### src/rtl/adc_seq_pkg.sv
// Shared constants and types for the conversion stream sequencer and its controller
package adc_seq_pkg;
  localparam int CLK_HZ = 10_000_000;
  localparam int CLK_NS = 100;
  localparam int SLEEP_NS = 500;
  localparam int SLEEP_CYC = (SLEEP_NS + CLK_NS - 1) / CLK_NS;
  localparam int FRAME_BITS = 32;
  localparam int CFG_BITS = 13;
  localparam int OSR_CODE_W = 4;
  localparam int CHAN_W = CFG_BITS - OSR_CODE_W;
  localparam logic [3:0] OSR_CODE_MAX = 4'h9;
  localparam logic [3:0] OSR_CODE_RST = 4'h0;
  localparam logic [15:0] OSR_MIN = 16'h0040;
  localparam int FS_INT_HZ = 1_800_000;
  localparam int ACC_UNIT_HZ = 100_000;
  localparam logic [6:0] FS_ACC_STEP = 7'(FS_INT_HZ / ACC_UNIT_HZ);
  localparam logic [6:0] FS_ACC_MOD = 7'(CLK_HZ / ACC_UNIT_HZ);
  localparam logic [2:0] CCLK_DIV = 3'h5;
  localparam int NULL_PER_WORD = 8;
  localparam logic [3:0] SCK_HALF_CYC = 4'h2;
  localparam logic [6:0] EXT_IDLE_CYC = 7'h40;
  localparam int CCLK_HALF_CYC = 5;
  typedef enum logic [1:0] {CONVERT, SLEEP, SHIFT} dev_phase_t;
endpackage : adc_seq_pkg

### src/rtl/adc_stream_if.sv
// Pin bundle between the converter sequencer and the result-capturing controller
`timescale 1ns/1ns
`default_nettype none
interface adc_stream_if;
  logic sck;
  logic sdo;
  logic sdo_oe;
  logic sdo_line;
  logic busy;
  logic cs_n;
  logic sdi;
  logic clock_source_select_n;
  logic conversion_clock_pin;
  // Undriven data line is pulled high
  assign sdo_line = sdo_oe ? sdo : 1'b1;
  modport device (output sck, output sdo, output sdo_oe, output busy, input cs_n, input sdi,
    input clock_source_select_n, input conversion_clock_pin);
  modport controller (input sck, input sdo_line, input busy, output cs_n, output sdi,
    output clock_source_select_n, output conversion_clock_pin);
endinterface : adc_stream_if
`default_nettype wire

### src/rtl/adc_internal_clock_stream_sequencer.sv
// Converter end: continuous conversions with self-generated serial clock output
// Function
// - System holds clock-source select high for this mode
// - Works with chip select tied low permanently
// - Converting: serial clock, data, busy all high
// - Conversion done: clock, busy, data go low
// - Sleep about 500ns, then output starts unprompted
// - Output starts first rising edge, ends after 32nd
// - Data changes on falling edge; clock driven out
// - Receiver samples on rising edges, bits 1..32
// - After 32nd rise: data high, convert, clock high
// - Oversample ratio 64 to 32768 sets conversion length
// - Null frequency is sample rate over ratio
// - Grounded conversion clock pin: internal 1.8MHz rate
// - External conversion clock divided by five
// - Word rate is null frequency over eight
// - Controller programs ratio serially; device adopts it
// - Ratio change leaves modulator sample rate alone
// - Thirteen input bits; early abort keeps old settings
// - Chip select high during output aborts, reconverts
`timescale 1ns/1ns
`default_nettype none
module adc_internal_clock_stream_sequencer import adc_seq_pkg::*; #(
  parameter int NULLS_PER_WORD = NULL_PER_WORD
) (
  input wire logic clk,
  input wire logic reset,
  adc_stream_if.device link,
  input wire logic [FRAME_BITS-2:0] conv_result,
  output logic [OSR_CODE_W-1:0] osr_code,
  output logic [CHAN_W-1:0] channel_sel,
  output logic fs_tick,
  output logic null_tick,
  output logic word_done
);
  typedef struct packed {
    dev_phase_t phase;
    logic sck_r;
    logic busy_r;
    logic [FRAME_BITS-1:0] frame;
    logic [5:0] bit_cnt;
    logic [3:0] div_cnt;
    logic [3:0] wait_cnt;
    logic [CFG_BITS-1:0] cfg_sh;
    logic [OSR_CODE_W-1:0] osr_code_r;
    logic [CHAN_W-1:0] chan_r;
    logic [14:0] null_cnt;
    logic [3:0] word_cnt;
    logic [6:0] acc;
    logic cclk_prev;
    logic [2:0] cclk_cnt;
    logic [6:0] idle_cnt;
    logic fs_r;
    logic null_r;
    logic done_r;
  } dev_state_t;

  localparam dev_state_t RST_STATE = '{
    phase: CONVERT, sck_r: 1'b1, busy_r: 1'b1, frame: '1, bit_cnt: '0, div_cnt: '0,
    wait_cnt: '0, cfg_sh: '0, osr_code_r: OSR_CODE_RST, chan_r: '0, null_cnt: '0,
    word_cnt: '0, acc: '0, cclk_prev: 1'b0, cclk_cnt: '0, idle_cnt: EXT_IDLE_CYC,
    fs_r: 1'b0, null_r: 1'b0, done_r: 1'b0};

  dev_state_t s_r;
  dev_state_t s_nxt;

  // Last sample count of one null period for a ratio code
  function automatic logic [14:0] osr_last(input logic [OSR_CODE_W-1:0] code);
    logic [15:0] oversample_ratio;
    oversample_ratio = OSR_MIN << code;
    return 15'(oversample_ratio - 16'h0001);
  endfunction : osr_last

  // Ratio code field once twelve configuration bits are in
  function automatic logic [OSR_CODE_W-1:0] cfg_ratio(input logic [CFG_BITS-1:0] sh);
    return sh[CFG_BITS-2:CHAN_W-1];
  endfunction : cfg_ratio

  always_comb begin
    logic tick;
    logic cclk_rise;
    logic [7:0] acc_sum;
    tick = 1'b0;
    cclk_rise = link.conversion_clock_pin & ~s_r.cclk_prev;
    acc_sum = {1'b0, s_r.acc} + {1'b0, FS_ACC_STEP};
    s_nxt = s_r;
    s_nxt.null_r = 1'b0;
    s_nxt.done_r = 1'b0;
    s_nxt.cclk_prev = link.conversion_clock_pin;
    // Pin counts as grounded once it stops toggling
    if (cclk_rise) begin
      s_nxt.idle_cnt = '0;
    end else if (s_r.idle_cnt != EXT_IDLE_CYC) begin
      s_nxt.idle_cnt = s_r.idle_cnt + 7'h01;
    end
    if (s_r.idle_cnt != EXT_IDLE_CYC) begin
      if (cclk_rise) begin
        if (s_r.cclk_cnt == CCLK_DIV - 3'h1) begin
          s_nxt.cclk_cnt = '0;
          tick = 1'b1;
        end else begin
          s_nxt.cclk_cnt = s_r.cclk_cnt + 3'h1;
        end
      end
    end else begin
      s_nxt.cclk_cnt = '0;
      if (acc_sum >= {1'b0, FS_ACC_MOD}) begin
        s_nxt.acc = 7'(acc_sum - {1'b0, FS_ACC_MOD});
        tick = 1'b1;
      end else begin
        s_nxt.acc = acc_sum[6:0];
      end
    end
    // Sample rate above never depends on the ratio code
    s_nxt.fs_r = tick;
    unique case (s_r.phase)
      CONVERT: begin
        if (tick) begin
          if (s_r.null_cnt == osr_last(s_r.osr_code_r)) begin
            s_nxt.null_cnt = '0;
            s_nxt.null_r = 1'b1;
            if (s_r.word_cnt == 4'(NULLS_PER_WORD - 1)) begin
              s_nxt.word_cnt = '0;
              s_nxt.phase = SLEEP;
              s_nxt.sck_r = 1'b0;
              s_nxt.busy_r = 1'b0;
              s_nxt.frame = {1'b0, conv_result};
              s_nxt.wait_cnt = '0;
              s_nxt.done_r = 1'b1;
            end else begin
              s_nxt.word_cnt = s_r.word_cnt + 4'h1;
            end
          end else begin
            s_nxt.null_cnt = s_r.null_cnt + 15'h0001;
          end
        end
      end
      SLEEP: begin
        if (link.cs_n || !link.clock_source_select_n) begin
          s_nxt.wait_cnt = '0;
        end else if (s_r.wait_cnt == 4'(SLEEP_CYC - 1)) begin
          s_nxt.phase = SHIFT;
          s_nxt.div_cnt = '0;
          s_nxt.bit_cnt = '0;
        end else begin
          s_nxt.wait_cnt = s_r.wait_cnt + 4'h1;
        end
      end
      SHIFT: begin
        if (link.cs_n) begin
          s_nxt.phase = CONVERT;
          s_nxt.sck_r = 1'b1;
          s_nxt.busy_r = 1'b1;
          s_nxt.frame = '1;
        end else if (s_r.div_cnt != SCK_HALF_CYC - 4'h1) begin
          s_nxt.div_cnt = s_r.div_cnt + 4'h1;
        end else begin
          s_nxt.div_cnt = '0;
          if (!s_r.sck_r) begin
            s_nxt.sck_r = 1'b1;
            s_nxt.bit_cnt = s_r.bit_cnt + 6'h01;
            if (s_r.bit_cnt < 6'(CFG_BITS)) begin
              s_nxt.cfg_sh = {s_r.cfg_sh[CFG_BITS-2:0], link.sdi};
            end
            if (s_r.bit_cnt == 6'(CFG_BITS - 1)) begin
              // Settings change only once all thirteen bits are in
              if (cfg_ratio(s_r.cfg_sh) <= OSR_CODE_MAX) begin
                s_nxt.osr_code_r = cfg_ratio(s_r.cfg_sh);
              end
              s_nxt.chan_r = {s_r.cfg_sh[CHAN_W-2:0], link.sdi};
            end
          end else if (s_r.bit_cnt == 6'(FRAME_BITS)) begin
            s_nxt.phase = CONVERT;
            s_nxt.busy_r = 1'b1;
            s_nxt.frame = '1;
          end else begin
            s_nxt.sck_r = 1'b0;
            s_nxt.frame = {s_r.frame[FRAME_BITS-2:0], 1'b1};
          end
        end
      end
      default: begin
        s_nxt = RST_STATE;
      end
    endcase
  end

  always_ff @(posedge clk) begin
    if (reset) begin
      s_r <= RST_STATE;
    end else begin
      s_r <= s_nxt;
    end
  end

  // Clock, data and busy pins come straight from state flip-flops; sdo_oe follows cs_n directly
  assign link.sck = s_r.sck_r;
  assign link.sdo = s_r.frame[FRAME_BITS-1];
  assign link.busy = s_r.busy_r;
  assign link.sdo_oe = ~link.cs_n;
  assign osr_code = s_r.osr_code_r;
  assign channel_sel = s_r.chan_r;
  assign fs_tick = s_r.fs_r;
  assign null_tick = s_r.null_r;
  assign word_done = s_r.done_r;
endmodule : adc_internal_clock_stream_sequencer
`default_nettype wire

### src/flat_wrapper.sv
// flat-port wrapper written by rule: the top's interface ports become plain ports
module adc_internal_clock_stream_sequencer_flat import adc_seq_pkg::*;
#(
  parameter int NULLS_PER_WORD = NULL_PER_WORD
)
  (clk, reset, conv_result, osr_code, channel_sel, fs_tick, null_tick, word_done, link_sck, link_sdo, link_sdo_oe, link_busy, link_cs_n, link_sdi, link_clock_source_select_n, link_conversion_clock_pin);
  adc_stream_if link_i ();
  input wire logic clk;
  input wire logic reset;
  input wire logic [FRAME_BITS-2:0] conv_result;
  output logic [OSR_CODE_W-1:0] osr_code;
  output logic [CHAN_W-1:0] channel_sel;
  output logic fs_tick;
  output logic null_tick;
  output logic word_done;
  output wire logic [$bits(link_i.sck)-1:0] link_sck;
  output wire logic [$bits(link_i.sdo)-1:0] link_sdo;
  output wire logic [$bits(link_i.sdo_oe)-1:0] link_sdo_oe;
  output wire logic [$bits(link_i.busy)-1:0] link_busy;
  input wire logic [$bits(link_i.cs_n)-1:0] link_cs_n;
  input wire logic [$bits(link_i.sdi)-1:0] link_sdi;
  input wire logic [$bits(link_i.clock_source_select_n)-1:0] link_clock_source_select_n;
  input wire logic [$bits(link_i.conversion_clock_pin)-1:0] link_conversion_clock_pin;
  assign link_sck = link_i.sck;
  assign link_sdo = link_i.sdo;
  assign link_sdo_oe = link_i.sdo_oe;
  assign link_busy = link_i.busy;
  assign link_i.cs_n = link_cs_n;
  assign link_i.sdi = link_sdi;
  assign link_i.clock_source_select_n = link_clock_source_select_n;
  assign link_i.conversion_clock_pin = link_conversion_clock_pin;
  adc_internal_clock_stream_sequencer #(.NULLS_PER_WORD(NULLS_PER_WORD)) u_core (.clk(clk), .reset(reset), .link(link_i), .conv_result(conv_result), .osr_code(osr_code), .channel_sel(channel_sel), .fs_tick(fs_tick), .null_tick(null_tick), .word_done(word_done));
endmodule
### config.mk
export PLATFORM = sky130hd
export DESIGN_NAME = adc_internal_clock_stream_sequencer_flat
export DESIGN_NICKNAME = d
export VERILOG_FILES = /design/src/rtl/adc_seq_pkg.sv /design/src/rtl/adc_stream_if.sv /design/src/rtl/adc_internal_clock_stream_sequencer.sv /design/src/flat_wrapper.sv
export SDC_FILE = /design/constraint.sdc
export NUM_CORES = 1
export LEC_CHECK = 0
export ABC_AREA = 1
export BUFFER_PORTS_ARGS = -buffer_cell sky130_fd_sc_hd__buf_2
export CORE_UTILIZATION = 48
export DETAILED_ROUTE_END_ITERATION = 8
export PLACE_DENSITY = 0.73
export SLEW_MARGIN = 0
export SYNTH_ARGS = -nofsm -noshare
export SYNTH_HDL_FRONTEND = slang
export SYNTH_SLANG_ARGS = --single-unit
### constraint.sdc
create_clock -name clk -period 2.7 [get_ports clk]
set_input_delay 0.81 -clock clk [delete_from_list [all_inputs] [get_ports clk]]
set_output_delay 0.81 -clock clk [all_outputs]
set_load 0.02 [all_outputs]
### Word level (Yosys, flattened, before mapping)

Cells that the tools add are included.

| word-level totals | value |
|---|---|
| register bits | 115 |
| input port bits | 37 |
| output and inout port bits | 20 |
| word-level logic and storage cells | 145 |

| cells by class | value |
|---|---|
| shift-type cells | 1 |
| equal/unequal tests | 25 |
| reduce and logical (&&, ||, !) cells | 24 |
| mux-type cells | 50 |
| order comparisons | 3 |
| bitwise gates (word level) | 12 |
| add/sub/neg operators | 10 |

Operator list:

| cell | count |
|---|---|
| $mux 36 | 4 |
| $pmux 34 s3 | 1 |
| $mux 25 | 3 |
| $pmux 25 s2 | 1 |
| $mux 42 | 1 |
| $pmux 19 s2 | 1 |
| $mux 4 | 9 |
| $mux 33 | 1 |
| $mux 32 | 1 |
| $mux 10 | 3 |
| $pmux 10 s3 | 1 |
| $mux 7 | 3 |
| $reduce_and 5->1 | 4 |
| $mux 19 | 1 |
| $reduce_and 6->1 | 3 |
| $add 15x1->15 const B | 1 |
| $eq 15x15->1 | 1 |
| $mux 15 | 1 |
| $shl 7x4->15 const A | 1 |
| $sub 15x1->15 const B | 1 |
| $ne 2x1->1 const B | 7 |
| $mux 13 | 1 |
| $add 4x1->4 const B | 3 |
| $mux 12 | 1 |
| other kinds (39) | 71 |

### Longest topological paths before layout

Gate-level depths: netlist (run 1).

| depth | value |
|---|---|
| depth after elaboration | 7 |
| mapped depth | 18 |
| gate-level depth less buffers | 17 |

### Worst setup path before layout (run 1)

No wires, ideal clock.

| timing | value |
|---|---|
| path type | reg-to-reg |
| start point | reg u_core.s_r, in the netlist u_core.osr_code[1] |
| end point | reg u_core.s_r[89] (netlist bit) |
| setup slack | 556 ps |
| data arrival time | 2016 ps |
| data required time | 2572 ps |
| cell stages (with the launch flop) | 18 |
| setup time | 128 ps |
| clock period less this slack | 2144 ps |
| buffers on the path | 1 |
| path through | dfxtp_1 nor2_2 nand2_1 ha_1 inv_1 nand2_1 nand2_1 nor2_1 nand2_1 nor2_1 nand3_1 nor2_1 nand2_1 nand2_2 nand3_2 buf_2 a21oi_1 o21ai_1 |

| between the ends | value |
|---|---|
| longest elaborated chain between the ends | 5 |

RTL lines:

| element | line | text |
|---|---|---|
| from (decl) | adc_internal_clock_stream_sequencer.sv:64 | `dev_state_t s_r;` |
| from (signal assigned) | adc_internal_clock_stream_sequencer.sv:192 | `s_r <= s_nxt;` |
| $shl 7x4->15 | adc_internal_clock_stream_sequencer.sv:70 | `oversample_ratio = OSR_MIN << code;` |
| $sub 15x1->15 | adc_internal_clock_stream_sequencer.sv:71 | `return 15'(oversample_ratio - 16'h0001);` |
| $eq 15x15->1 | adc_internal_clock_stream_sequencer.sv:119 | `if (s_r.null_cnt == osr_last(s_r.osr_code_r)) begin` |
| $ne 2x1->1 (no line) | -- |  |
| $reduce_and 6->1 (no line) | -- |  |

Every way passes these cells.
A chain may end at the register's enable or synchronous reset.

### Final worst setup path (run 1)

| timing | value |
|---|---|
| start point | reg u_core.s_r[15] (netlist bit) |
| end point | reg u_core.s_r[95] (netlist bit) |

| between the ends | value |
|---|---|
| longest elaborated chain between the ends | 6 |

RTL lines:

| element | line | text |
|---|---|---|
| $add 7x5->8 | adc_internal_clock_stream_sequencer.sv:85 | `acc_sum = {1'b0, s_r.acc} + {1'b0, FS_ACC_STEP};` |
| $ge 8x7->1 | adc_internal_clock_stream_sequencer.sv:107 | `if (acc_sum >= {1'b0, FS_ACC_MOD}) begin` |
| $mux 1 | adc_internal_clock_stream_sequencer.sv:107 |  |
| $mux 1 | adc_internal_clock_stream_sequencer.sv:96 | `if (s_r.idle_cnt != EXT_IDLE_CYC) begin` |
| $ne 2x1->1 (no line) | -- |  |
| $reduce_and 6->1 (no line) | -- |  |

Every way passes these cells.

==> flow_metrics.tcl, run 1 <==
set metrics [dict create \
    cp.required_ps 2990 \
    synth_cells 879 \
    p_per_area_mw_per_mm2 686 \
    synth_fa_ha_area_share_pct 4.30 \
    syn-cell-area_mm2 0.00611 \
    layout.cells.non_filler 1103 \
    ctsHoldBuffers 0 \
    place_hpwl_mm 9.04 \
    yosys_warnings 0 \
    syn_area_per_cell_um2 6.95 \
    path_clk_slew_ps 50 \
    cts_sinks 114 \
    grt_pass1_vias 5178 \
    finalCriticalPeriod_ps 2410 \
    reg2reg_depth 15 \
    drtAntennaViolNets 0 \
    drc 0 \
    finalSetupViolations 0 \
    cts_max_level 4 \
    worstSetupStartpointType "register" \
    first_pass_iters 5 \
    antenna_found_initial 0 \
    end_kind "register" \
    synth-simple-area-share_pct 28.9 \
    dp_cells 1072 \
    grt_start_max_net_pins 51 \
    rsz0062_at_grt "false" \
    die_h_um 115 \
    synthesis.nets 937 \
    arrival_ps 2700 \
    total_power_mw 4.94 \
    viasPerCell 5.16 \
    drt_iter0_drc 377 \
    synth_xor_xnor_area_share_pct 2.15 \
    hold_depth 2 \
    met2_usage_pct 36.0 \
    synth_compound_area_share_pct 17.1 \
    crit_fanout 50 \
    worstMarginPinSlew_ps 784 \
    io_pins 57 \
    cap_violations 0 \
    fmax_mhz 416 \
    setup_tns_ps 0 \
    leakagePower_nw 3.21 \
    core_area_mm2 0.0122 \
    num_rows 40 \
    yosysSeqAreaShare_pct 37.4 \
    hold_slack_ps 449 \
    finalCritPeriodShare_pct 89.1 \
    peakVddDrop_mv 0.425 \
    reg2reg_slack_ps 290 \
    worstSetupPathType "reg2reg" \
    start_util_pct 50.0 \
    slew_violations 0 \
    run_status "completed" \
    synth_top_family_by_area "simple AND/OR/NAND/NOR gates" \
    maxSlewHeadroom_pct 47.7 \
    grt_pass1_wl_mm 23.3 \
    drt-total-wl_mm 13.7 \
    worstHoldPathType "reg2reg" \
    finClkSkew_ps 8.10 \
    synth_top_area_share_pct 37.4 \
    cts-root-buf "clkbuf_16" \
    cts_tree "yes" \
    track_usage_pct 21.9 \
    diodes 0 \
    clockBufferDepth 2 \
    vias 5690 \
    groute.layer.met1.usage_pct 28.5 \
    ys_seq_elements 114 \
    grt_remaining_overflow 0 \
    yosys.area.top_type "dfxtp_1" \
    yosys-top-cells-area "dfxtp_1 (37%), nand2_1 (11%), a21oi_1 (6.1%)" \
    clock_latency_ps 420 \
    busiest_layer "met2" \
    gp_congestion 0.825 \
    io_buffers 56 \
    synth.distinct_cells 41 \
    drt-wirelength-per-cell_um 12.4 \
    finish.utilization_pct 58.9 \
    muxShareOfSynthArea_pct 0.184 \
    hold_viol_final 0 \
    grt_util_met3_pct 5.43 \
    drive_gt1_share_pct 13.8 \
    fp.dieW_um 115 \
    area_delta_synth_final_pct 17.8 \
    finalNetCount 981 \
    cts_buffers 17 \
    dieArea_mm2 0.0132 \
]
==> power breakdown <==
| group | total (mW) | leakage (nW) | switching, mW | internal (mW) |
|---|---|---|---|---|
| sequential | 1.80 | 0.923 | 0.0559 | 1.75 |
| clock | 2.61 | 0.330 | 0.772 | 1.84 |
| combinational | 0.527 | 1.95 | 0.324 | 0.203 |
==> layout by cell type (no fill, tap or decap), types with 2 or more instances in the layout <==
cell,instances
a211oi_1,3
a21boi_0,16
a21oi_1,75
a21oi_2,2
a31oi_1,3
buf_2,56
buf_4,17
bufinv_16,7
clkbuf_1,2
clkbuf_16,17
clkinv_2,3
dfxtp_1,114
ha_1,21
inv_1,83
inv_2,5
nand2_1,179
nand2_2,4
nand3_1,59
nand3_2,2
nand3b_1,3
nand4_1,27
nor2_1,84
nor2_2,3
nor3_1,15
nor3_2,2
nor3b_1,6
nor4_1,5
o21a_1,5
o21ai_0,67
o21ai_1,19
xnor2_1,3
xor2_1,12
==> through the flow <==
stage	setup WS, ps	instance area [µm²]
3_5_place_dp	178	6470
6_report	294	7200
2_1_floorplan	556	6110
3_3_place_gp	193	6470
5_1_grt	7.09	7200
4_1_cts	139	7150
==> flip-flops by register name (all words and copies together) (netlist names) <==
register / cells
u_core.word_done: 1
u_core.link.sdo: 1
u_core.fs_tick: 1
u_core.s_r: 95
u_core.link.sck: 1
u_core.link.busy: 1
u_core.channel_sel: 9
u_core.osr_code: 4
u_core.null_tick: 1
==> cell usage after synthesis (all sizes together) <==
| cell | count |
|---|---|
| ha | 21 |
| nand3 | 61 |
| clkinv | 1 |
| nand3b | 3 |
| o21a | 5 |
| buf | 26 |
| a211oi | 3 |
| nor4 | 5 |
| nor3b | 6 |
| o21ai | 86 |
| nor3 | 17 |
| nand2 | 185 |
| o21bai | 1 |
| xor2 | 12 |
| a21oi | 77 |
| nor2 | 88 |
| or2 | 2 |
| xnor2 | 3 |
| o31ai | 1 |
| a31oi | 3 |
| a21boi | 16 |
| inv | 88 |
| dfxtp | 114 |
| a22oi | 1 |
| clkbuf | 25 |
| nand4 | 28 |
| mux2 | 1 |
==> what timing repair did <==
item / in CTS / in global routing
hold endpoints to repair: 0 / 0
resized for setup: 0 / 12
endpoints found under the setup margin: 0 / 45
setup buffers: 0 / 0
==> layout make-up <==
class	count	area, µm²
Fill cell	1163	5020
Multi-Input combinational cell	625	3240
Sequential cell	114	2280
Timing Repair Buffer	76	454
Clock buffer	20	447
Inverter	89	334
Clock inverter	11	233
Tap cell	168	210
==> routing by layer <==
layer,up-vias,part of all wire (%)
met3,10,4.3
met1,2580,48
li1,2991,-
met2,109,47
met5,-,0
met4,0,0.74
==> logic make-up (layout without fill, tap and decap cells) <==
| family | Yosys count | in the layout |
|---|---|---|
| AOI/OAI and AO/OA | 193 | 193 |
| adders and majority gates | 21 | 21 |
| DFF | 114 | 114 |
| and+or+nand+nor | 395 | 395 |
| xor gates and xnor gates | 15 | 15 |
| muxes | 1 | 1 |
| buffers and inverters | 140 | 196 |
==> critical path, cell delays in order, from the launching register on <==
cell     delay [ps]
dfxtp_1         350
ha_1            220
nand2_1         130
nand2_2         100
ha_1            220
nand3_1          80
nand2_1          60
nor2_1          130
nor2_1           70
nand2_1          80
nand2_2         140
nand2_8         150
nand3_2          90
buf_8           200
a21oi_1         160
o21ai_1          80
==> final timing paths <==
check,start,end
worst max register to register,u_core.s_r[15]$_SDFFE_PP0P_,u_core.s_r[95]$_SDFFE_PP1P_
worst max-delay path,u_core.s_r[15]$_SDFFE_PP0P_,u_core.s_r[95]$_SDFFE_PP1P_
worst min-delay path,u_core.s_r[105]$_SDFFE_PP1P_,u_core.s_r[105]$_SDFFE_PP1P_
worst min register to register,u_core.s_r[105]$_SDFFE_PP1P_,u_core.s_r[105]$_SDFFE_PP1P_
No activity file was read; power rests on OpenSTA's default activity.
==> run 2, diff against run 1 <==
--- a/config.mk
+++ b/config.mk
@@ -5,8 +5,8 @@
 export SDC_FILE = /design/constraint.sdc
 export NUM_CORES = 1
 export LEC_CHECK = 0
-export ABC_AREA = 1
 export BUFFER_PORTS_ARGS = -buffer_cell sky130_fd_sc_hd__buf_2
+export CORE_MARGIN = 5
 export CORE_UTILIZATION = 48
 export DETAILED_ROUTE_END_ITERATION = 8
 export PLACE_DENSITY = 0.73
==> run 2 against run 1 <==
Net effect:
- the run now ends with negative setup slack left
- sequential cell count stayed put
- die area grew 20%
- combinational power is 13% lower
- clock-buffer cell count grew 3
- utilization decreased by 0.36 points
- fmax shrank 13%
- critical path type unchanged
- critical endpoint is now u_core.s_r[68]$_SDFFE_PP0P_
- highest routed layer unchanged
==> flow_metrics.tcl, run 2 <==
set metrics [dict create \
    run_status "finished, violations left" \
    failed_checks "negative setup slack" \
    grt_pass1_vias 5581 \
    cts_sinks 114 \
    largest_reg_flops 95 \
    cts_max_level 4 \
    grt_remaining_overflow 0 \
    syn_area_per_cell_um2 7.76 \
    rsz0062_at_grt "true" \
    die_h_um 126 \
    track_usage_pct 19.1 \
    finalNetCount 935 \
    hold_viol_final 0 \
    fmax_mhz 360 \
    combPwrFrac_pct 9.6 \
    synth_cells 829 \
    ys_seq_elements 114 \
    reg2reg_depth 12 \
    drtAntennaViolNets 0 \
    rr_startpoint "u_core.osr_code[1]$_SDFFE_PP0P_" \
    finalCriticalPeriod_ps 2780 \
    dieArea_mm2 0.0158 \
    seq_power_share_pct 36.8 \
    worstMarginPinSlew_ps 747 \
    leakagePower_nw 3.11 \
    cp.required_ps 3000 \
    arrival_ps 3080 \
    worstSetupStartpointType "register" \
    switching_share_pct 22.3 \
    pwr-share-clk_pct 53.6 \
    syn-cell-area_mm2 0.00643 \
    drc 0 \
    grt_util_met3_pct 5.97 \
    max_stage_delay_ps 350 \
    worstPathCellList "nor2_4 > nand3b_1 > ha_4 > or3_4 > o21ai_2 > a22oi_2 > xnor2_2 > o2111ai_4 > buf_4 > buf_4 > and2_1 > o221a_2" \
    place_hpwl_mm 9.84 \
    met2_usage_pct 30.5 \
    fp.dieW_um 126 \
    vias 5824 \
    yosys.area.top_type "dfxtp_1" \
    start_util_pct 48.7 \
    p_int_mw 3.73 \
    reg2reg_slack_ps -80 \
    io_pins 57 \
    finalSetupViolations 34 \
    slew_violations 0 \
    num_rows 42 \
    dp_cells 1034 \
    synth_flop_cell "dfxtp_1" \
    cts-root-buf "clkbuf_16" \
    antenna_found_initial 0 \
    yosys.cell_count.top_type "nor2_1" \
    first_pass_iters 5 \
    drive_gt1_share_pct 17.8 \
    cts_buffers 17 \
    min-delay-start "u_core.channel_sel[0]$_SDFFE_PP0P_" \
    synth.distinct_cells 65 \
    cap_violations 0 \
    end_kind "register" \
    drt-wirelength-per-cell_um 13.9 \
    hold_depth 2 \
    crit_fanout 6 \
    netSwitchingPower_mw 1.07 \
    total_power_mw 4.80 \
    synthesis.nets 887 \
    peakVddDrop_mv 0.667 \
    r2r_end "u_core.s_r[68]$_SDFFE_PP0P_" \
    hold_slack_ps 458 \
    p_per_area_mw_per_mm2 621 \
    finish.utilization_pct 58.6 \
    path_clk_slew_ps 50 \
    busiest_layer "met2" \
    yosysSeqAreaShare_pct 35.5 \
    finalCritPeriodShare_pct 103 \
    worstSetupPathType "reg2reg" \
    setup_ws_ps -76.0 \
    post-place-ws_ps -137 \
    ctsHoldBuffers 0 \
    clockBufferDepth 2 \
    grt_start_max_net_pins 43 \
    gp_congestion 0.828 \
    layout.cells.non_filler 1066 \
    synth_top_area_share_pct 35.5 \
    area_delta_synth_final_pct 20.1 \
    finClkSkew_ps 8.32 \
    yosys-top-cells-area "dfxtp_1 (35%), nor2_1 (9.9%), mux2i_1 (6.7%)" \
    worstHoldPathType "reg2reg" \
    diodes 0 \
    post_cts_buffers 0 \
    viasPerCell 5.46 \
    cts_tree "yes" \
    groute.layer.met1.usage_pct 25.2 \
    async_reset_ff_share_pct 0 \
    mostFrequentLayoutCells "nor2_1 (166), dfxtp_1 (113), nand2_1 (69), buf_2 (55), a21oi_1 (52)" \
    hold_path_end "u_core.channel_sel[0]$_SDFFE_PP0P_" \
    maxSlewHeadroom_pct 50.0 \
    synth_common_cells "nor2_1 (169), dfxtp_1 (114), nand2_1 (69)" \
    synth_edf_count 0 \
    drt_iter0_drc 455 \
    layout_commonest_cell "nor2_1" \
    io_buffers 56 \
    n_fill_cell 1191 \
    top_register "u_core.s_r" \
    yosys_warnings 0 \
    clock_latency_ps 410 \
    path_common_cell "buf_4" \
    cp_slowest_cell "or3_4" \
    core_area_mm2 0.0132 \
    drt-total-wl_mm 14.8 \
    grt_pass1_wl_mm 25.6 \
]
==> run 2: cell types whose count changed in the layout (fill, tap and decap cells not counted), sizes merged, moves of 35 or more <==
| cell | delta |
|---|---|
| nand2 | -116 |
| nor2 | +81 |
| o21ai | -63 |
| inv | -58 |
| mux2i | +43 |
| a211oi | +35 |
==> run 2: how the worst max path moves through the flow <==
stage                                               start                            to
after floorplan           u_core.osr_code[2]$_SDFFE_PP0P_  u_core.s_r[101]$_SDFFE_PP1P_
after global placement          link_conversion_clock_pin   u_core.s_r[25]$_SDFFE_PP0P_
after detailed placement        link_conversion_clock_pin   u_core.s_r[29]$_SDFFE_PP0P_
after CTS                 u_core.osr_code[1]$_SDFFE_PP0P_  u_core.s_r[103]$_SDFFE_PP1P_
after global routing      u_core.osr_code[1]$_SDFFE_PP0P_  u_core.s_r[105]$_SDFFE_PP1P_
final                     u_core.osr_code[1]$_SDFFE_PP0P_   u_core.s_r[68]$_SDFFE_PP0P_
==> run 2: cell families (layout without fill, tap and decap cells) <==
family | after synthesis | after routing | share of synthesized area (%)
muxes | 43 | 43 | 6.69
AOI/OAI and AO/OA | 167 | 167 | 17.3
DFF | 114 | 114 | 35.5
buffers and inverters | 99 | 160 | 7.22
and+or+nand+nor | 358 | 358 | 25.4
xor gates and xnor gates | 27 | 27 | 3.79
adders and majority gates | 21 | 21 | 4.09
==> run 2: critical path: cells and delay by family, from the launching register on <==
family	cells	cell delay, ps
adders and majority gates	1	210
AOI/OAI and AO/OA	4	740
DFF	1	330
buffers and inverters	2	370
xor gates and xnor gates	1	230
and+or+nand+nor	4	800
==> run 2: repair_timing <==
action                                 in CTS  in global routing
resized for setup                           3                 15
pin swaps                                   0                  2
endpoints found under the hold margin       0                  0
setup endpoints to repair                  18                 50
==> run 2: through the flow <==
| step | area [µm²] | TNS [ps] |
|---|---|---|
| after floorplan | 6470 | 0 |
| after global placement | 6940 | 0 |
| after detailed placement | 6940 | -702 |
| after CTS | 7630 | -32.9 |
| after global routing | 7720 | -5360 |
| final | 7720 | -1860 |
==> run 2: final cells by class <==
class	instances	area [µm²]	area share, %
timing repair buffer	98	611	7.90
inverter	30	113	1.46
clock buffer	23	478	6.19
multi-input combinational	616	3820	49.4
tap	176	220	2.85
sequential	114	2280	29.6
clock inverter	9	200	2.59
==> run 2: power groups by stage <==
stage | sequential, mW | clock (mW) | combinational (mW)
6_report | 1.77 | 2.57 | 0.460
5_1_grt | 1.77 | 2.69 | 0.519
4_1_cts | 1.77 | 2.60 | 0.450
3_5_place_dp | 1.80 | 0 | 0.445
3_3_place_gp | 1.80 | 0 | 0.442
2_1_floorplan | 1.78 | 0 | 0.316
==> run 2: per-layer routing <==
metal  share of wire, %  wire (µm)
met5                  0          0
met3                4.5        668
met1                 47       6970
met2                 47       6990
met4                1.2        173
==> run 3, diff against run 2 <==
==> constraint.sdc (replaced) <==
create_clock -name clk -period 2.7 [get_ports clk]
set_input_delay 0.81 -clock clk [delete_from_list [all_inputs] [get_ports clk]]
set_output_delay 0.81 -clock clk [all_outputs]
set_load 0.1 [all_outputs]
==> run 3 against run 2 <==
Net effect:
- critical path depth fell by 1
- the flow still finishes with violations (negative setup slack)
- register-to-register slack improved by 70 ps
- power fell by 1.4%
- non-clock buffer count fell by 1
- utilization fell by 0.58 points
- global-route usage fell by 0.58 points
- combinational power barely moved
- critical path type unchanged
- final cell count barely moved
- sequential cell count did not move
- wire length fell by 2.3%
- first-iteration DRC count fell by 22%
- critical endpoint is now u_core.s_r[101]$_SDFFE_PP1P_
==> flow_metrics.tcl, run 3 (same netlist as run 2, synthesis figures left out) <==
set metrics [dict create \
    grt_start_max_net_pins 45 \
    worstSetupPathType "reg2reg" \
    io_buffers 56 \
    leakagePower_nw 3.10 \
    finalNetCount 934 \
    drt_iter0_drc 356 \
    slew_violations 0 \
    finalCritPeriodShare_pct 100 \
    core_area_mm2 0.0132 \
    gp_congestion 0.794 \
    area_delta_synth_final_pct 19.0 \
    setup_ws_ps -2.64 \
    die_h_um 126 \
    antenna_found_initial 0 \
    p_per_area_mw_per_mm2 619 \
    arrival_ps 2990 \
    final_area_mm2 0.00765 \
    start_util_pct 48.7 \
    reg2reg_slack_ps -3 \
    finalSetupViolations 2 \
    cts_tree "yes" \
    finalCriticalPeriod_ps 2700 \
    fp.dieW_um 126 \
    drt-wirelength-per-cell_um 13.6 \
    mostFrequentLayoutCells "nor2_1 (167), dfxtp_1 (114), nand2_1 (69), buf_2 (55), a21oi_1 (52)" \
    worstHoldPathType "reg2reg" \
    failed_checks "negative setup slack" \
    worstSetupStartpointType "register" \
    drtAntennaViolNets 0 \
    top_register "u_core.s_r" \
    hold_depth 2 \
    worstPathCellList "nor2_4 > nand3b_1 > ha_2 > or3_4 > o21ai_2 > a22oi_2 > xnor2_2 > o2111ai_2 > a2111o_2 > buf_12 > mux2i_1" \
    diodes 0 \
    cts_sinks 114 \
    num_rows 42 \
    clock_latency_ps 410 \
    place_hpwl_mm 9.51 \
    clockBufferDepth 2 \
    hold_path_end "u_core.channel_sel[1]$_SDFFE_PP0P_" \
    track_usage_pct 18.5 \
    peakVddDrop_mv 0.596 \
    min-delay-start "u_core.channel_sel[1]$_SDFFE_PP0P_" \
    cts-root-buf "clkbuf_16" \
    largest_reg_flops 95 \
    rr_startpoint "u_core.osr_code[1]$_SDFFE_PP0P_" \
    vias 5854 \
    path_clk_slew_ps 50 \
    cts_buffers 17 \
    post-place-ws_ps -65.5 \
    dpl_cell_area_mm2 0.00693 \
    cp_slowest_cell "a2111o_2" \
    drive_gt1_share_pct 17.5 \
    first_pass_iters 6 \
    drt-total-wl_mm 14.5 \
    fmax_mhz 370 \
    rsz0062_at_grt "true" \
    reg2reg_depth 11 \
    worstMarginPinSlew_ps 774 \
    viasPerCell 5.50 \
    cts_max_level 4 \
    layout_commonest_cell "nor2_1" \
    grt_remaining_overflow 0 \
    max_stage_delay_ps 490 \
    end_kind "register" \
    drc 0 \
    r2r_end "u_core.s_r[101]$_SDFFE_PP1P_" \
    cp.required_ps 2980 \
    run_status "finished, violations left" \
    grt_pass1_vias 5500 \
    ctsHoldBuffers 0 \
    hold_viol_final 0 \
    dieArea_mm2 0.0158 \
    io_pins 57 \
    cap_violations 0 \
    maxSlewHeadroom_pct 48.2 \
    crit_fanout 32 \
    finClkSkew_ps 9.25 \
    grt_pass1_wl_mm 24.8 \
]
run 3: layout make-up:
type | count | area, µm²
Inverter | 30 | 113
Clock inverter | 9 | 175
Clock buffer | 23 | 488
Fill cell | 1182 | 5540
Sequential cell | 114 | 2280
Multi-Input combinational cell | 616 | 3770
Timing Repair Buffer | 97 | 603
Tap cell | 176 | 220
run 3: timing repair:
item / in CTS / in global routing
endpoints found under the setup margin: 5 / 63
gates resized for setup: 2 / 9
pin swaps: 0 / 0
setup buffers: 0 / 1
run 3: how the worst max path moves through the flow:
stage | start | to | slack, ps | cells after the start
global route | u_core.osr_code[1]$_SDFFE_PP0P_ | u_core.s_r[101]$_SDFFE_PP1P_ | -110 | 11
CTS | u_core.osr_code[1]$_SDFFE_PP0P_ | u_core.s_r[102]$_SDFFE_PP1P_ | -3 | 11
floorplan | u_core.osr_code[2]$_SDFFE_PP0P_ | u_core.s_r[101]$_SDFFE_PP1P_ | 8 | 14
finish | u_core.osr_code[1]$_SDFFE_PP0P_ | u_core.s_r[101]$_SDFFE_PP1P_ | -3 | 11
detailed placement | u_core.osr_code[1]$_SDFFE_PP0P_ | u_core.s_r[24]$_SDFFE_PP0P_ | -70 | 11
global placement | u_core.osr_code[1]$_SDFFE_PP0P_ | u_core.link.sck$_SDFFE_PP1P_ | 4 | 11
run 3: per-stage QoR:
step                      utilization [%]  instances  hold slack [ps]  total power [mW]  TNS (ps)
after global placement               52.5       1032              442              2.25         0
after global routing                 58.0       1065              480              4.92     -3030
after detailed placement             52.5       1032              447              2.25      -286
after CTS                            57.6       1064              456              4.77     -5.37
after floorplan                         -        829              437              2.11         0
final                                58.0       1065              454              4.73     -4.96
run 3: worst max-delay path, delay by kind of cell (launching register included):
family / cells / cell delay [ps]
AO/OA/AOI/OAI: 4 / 920
XOR/XNOR: 1 / 170
adder cells (fa/ha/maj): 1 / 210
buffers and inverters: 1 / 190
flip-flops: 1 / 330
multiplexers: 1 / 150
AND/OR/NAND/NOR: 3 / 570
run 3: per-layer routing:
layer | track usage (%) | vias up | part of all wire, %
met5 | 0 | - | 0
met1 | 23.9 | 2729 | 48
met2 | 30.1 | 116 | 47
met3 | 4.87 | 18 | 4.0
li1 | - | 2991 | -
met4 | 6.12 | 0 | 1.4
run 3: power by group:
| part | total, mW | leakage, nW | switching, mW | internal (mW) |
|---|---|---|---|---|
| combinational | 0.462 | 1.85 | 0.259 | 0.203 |
| sequential | 1.77 | 0.922 | 0.0485 | 1.72 |
| clock | 2.50 | 0.319 | 0.768 | 1.73 |
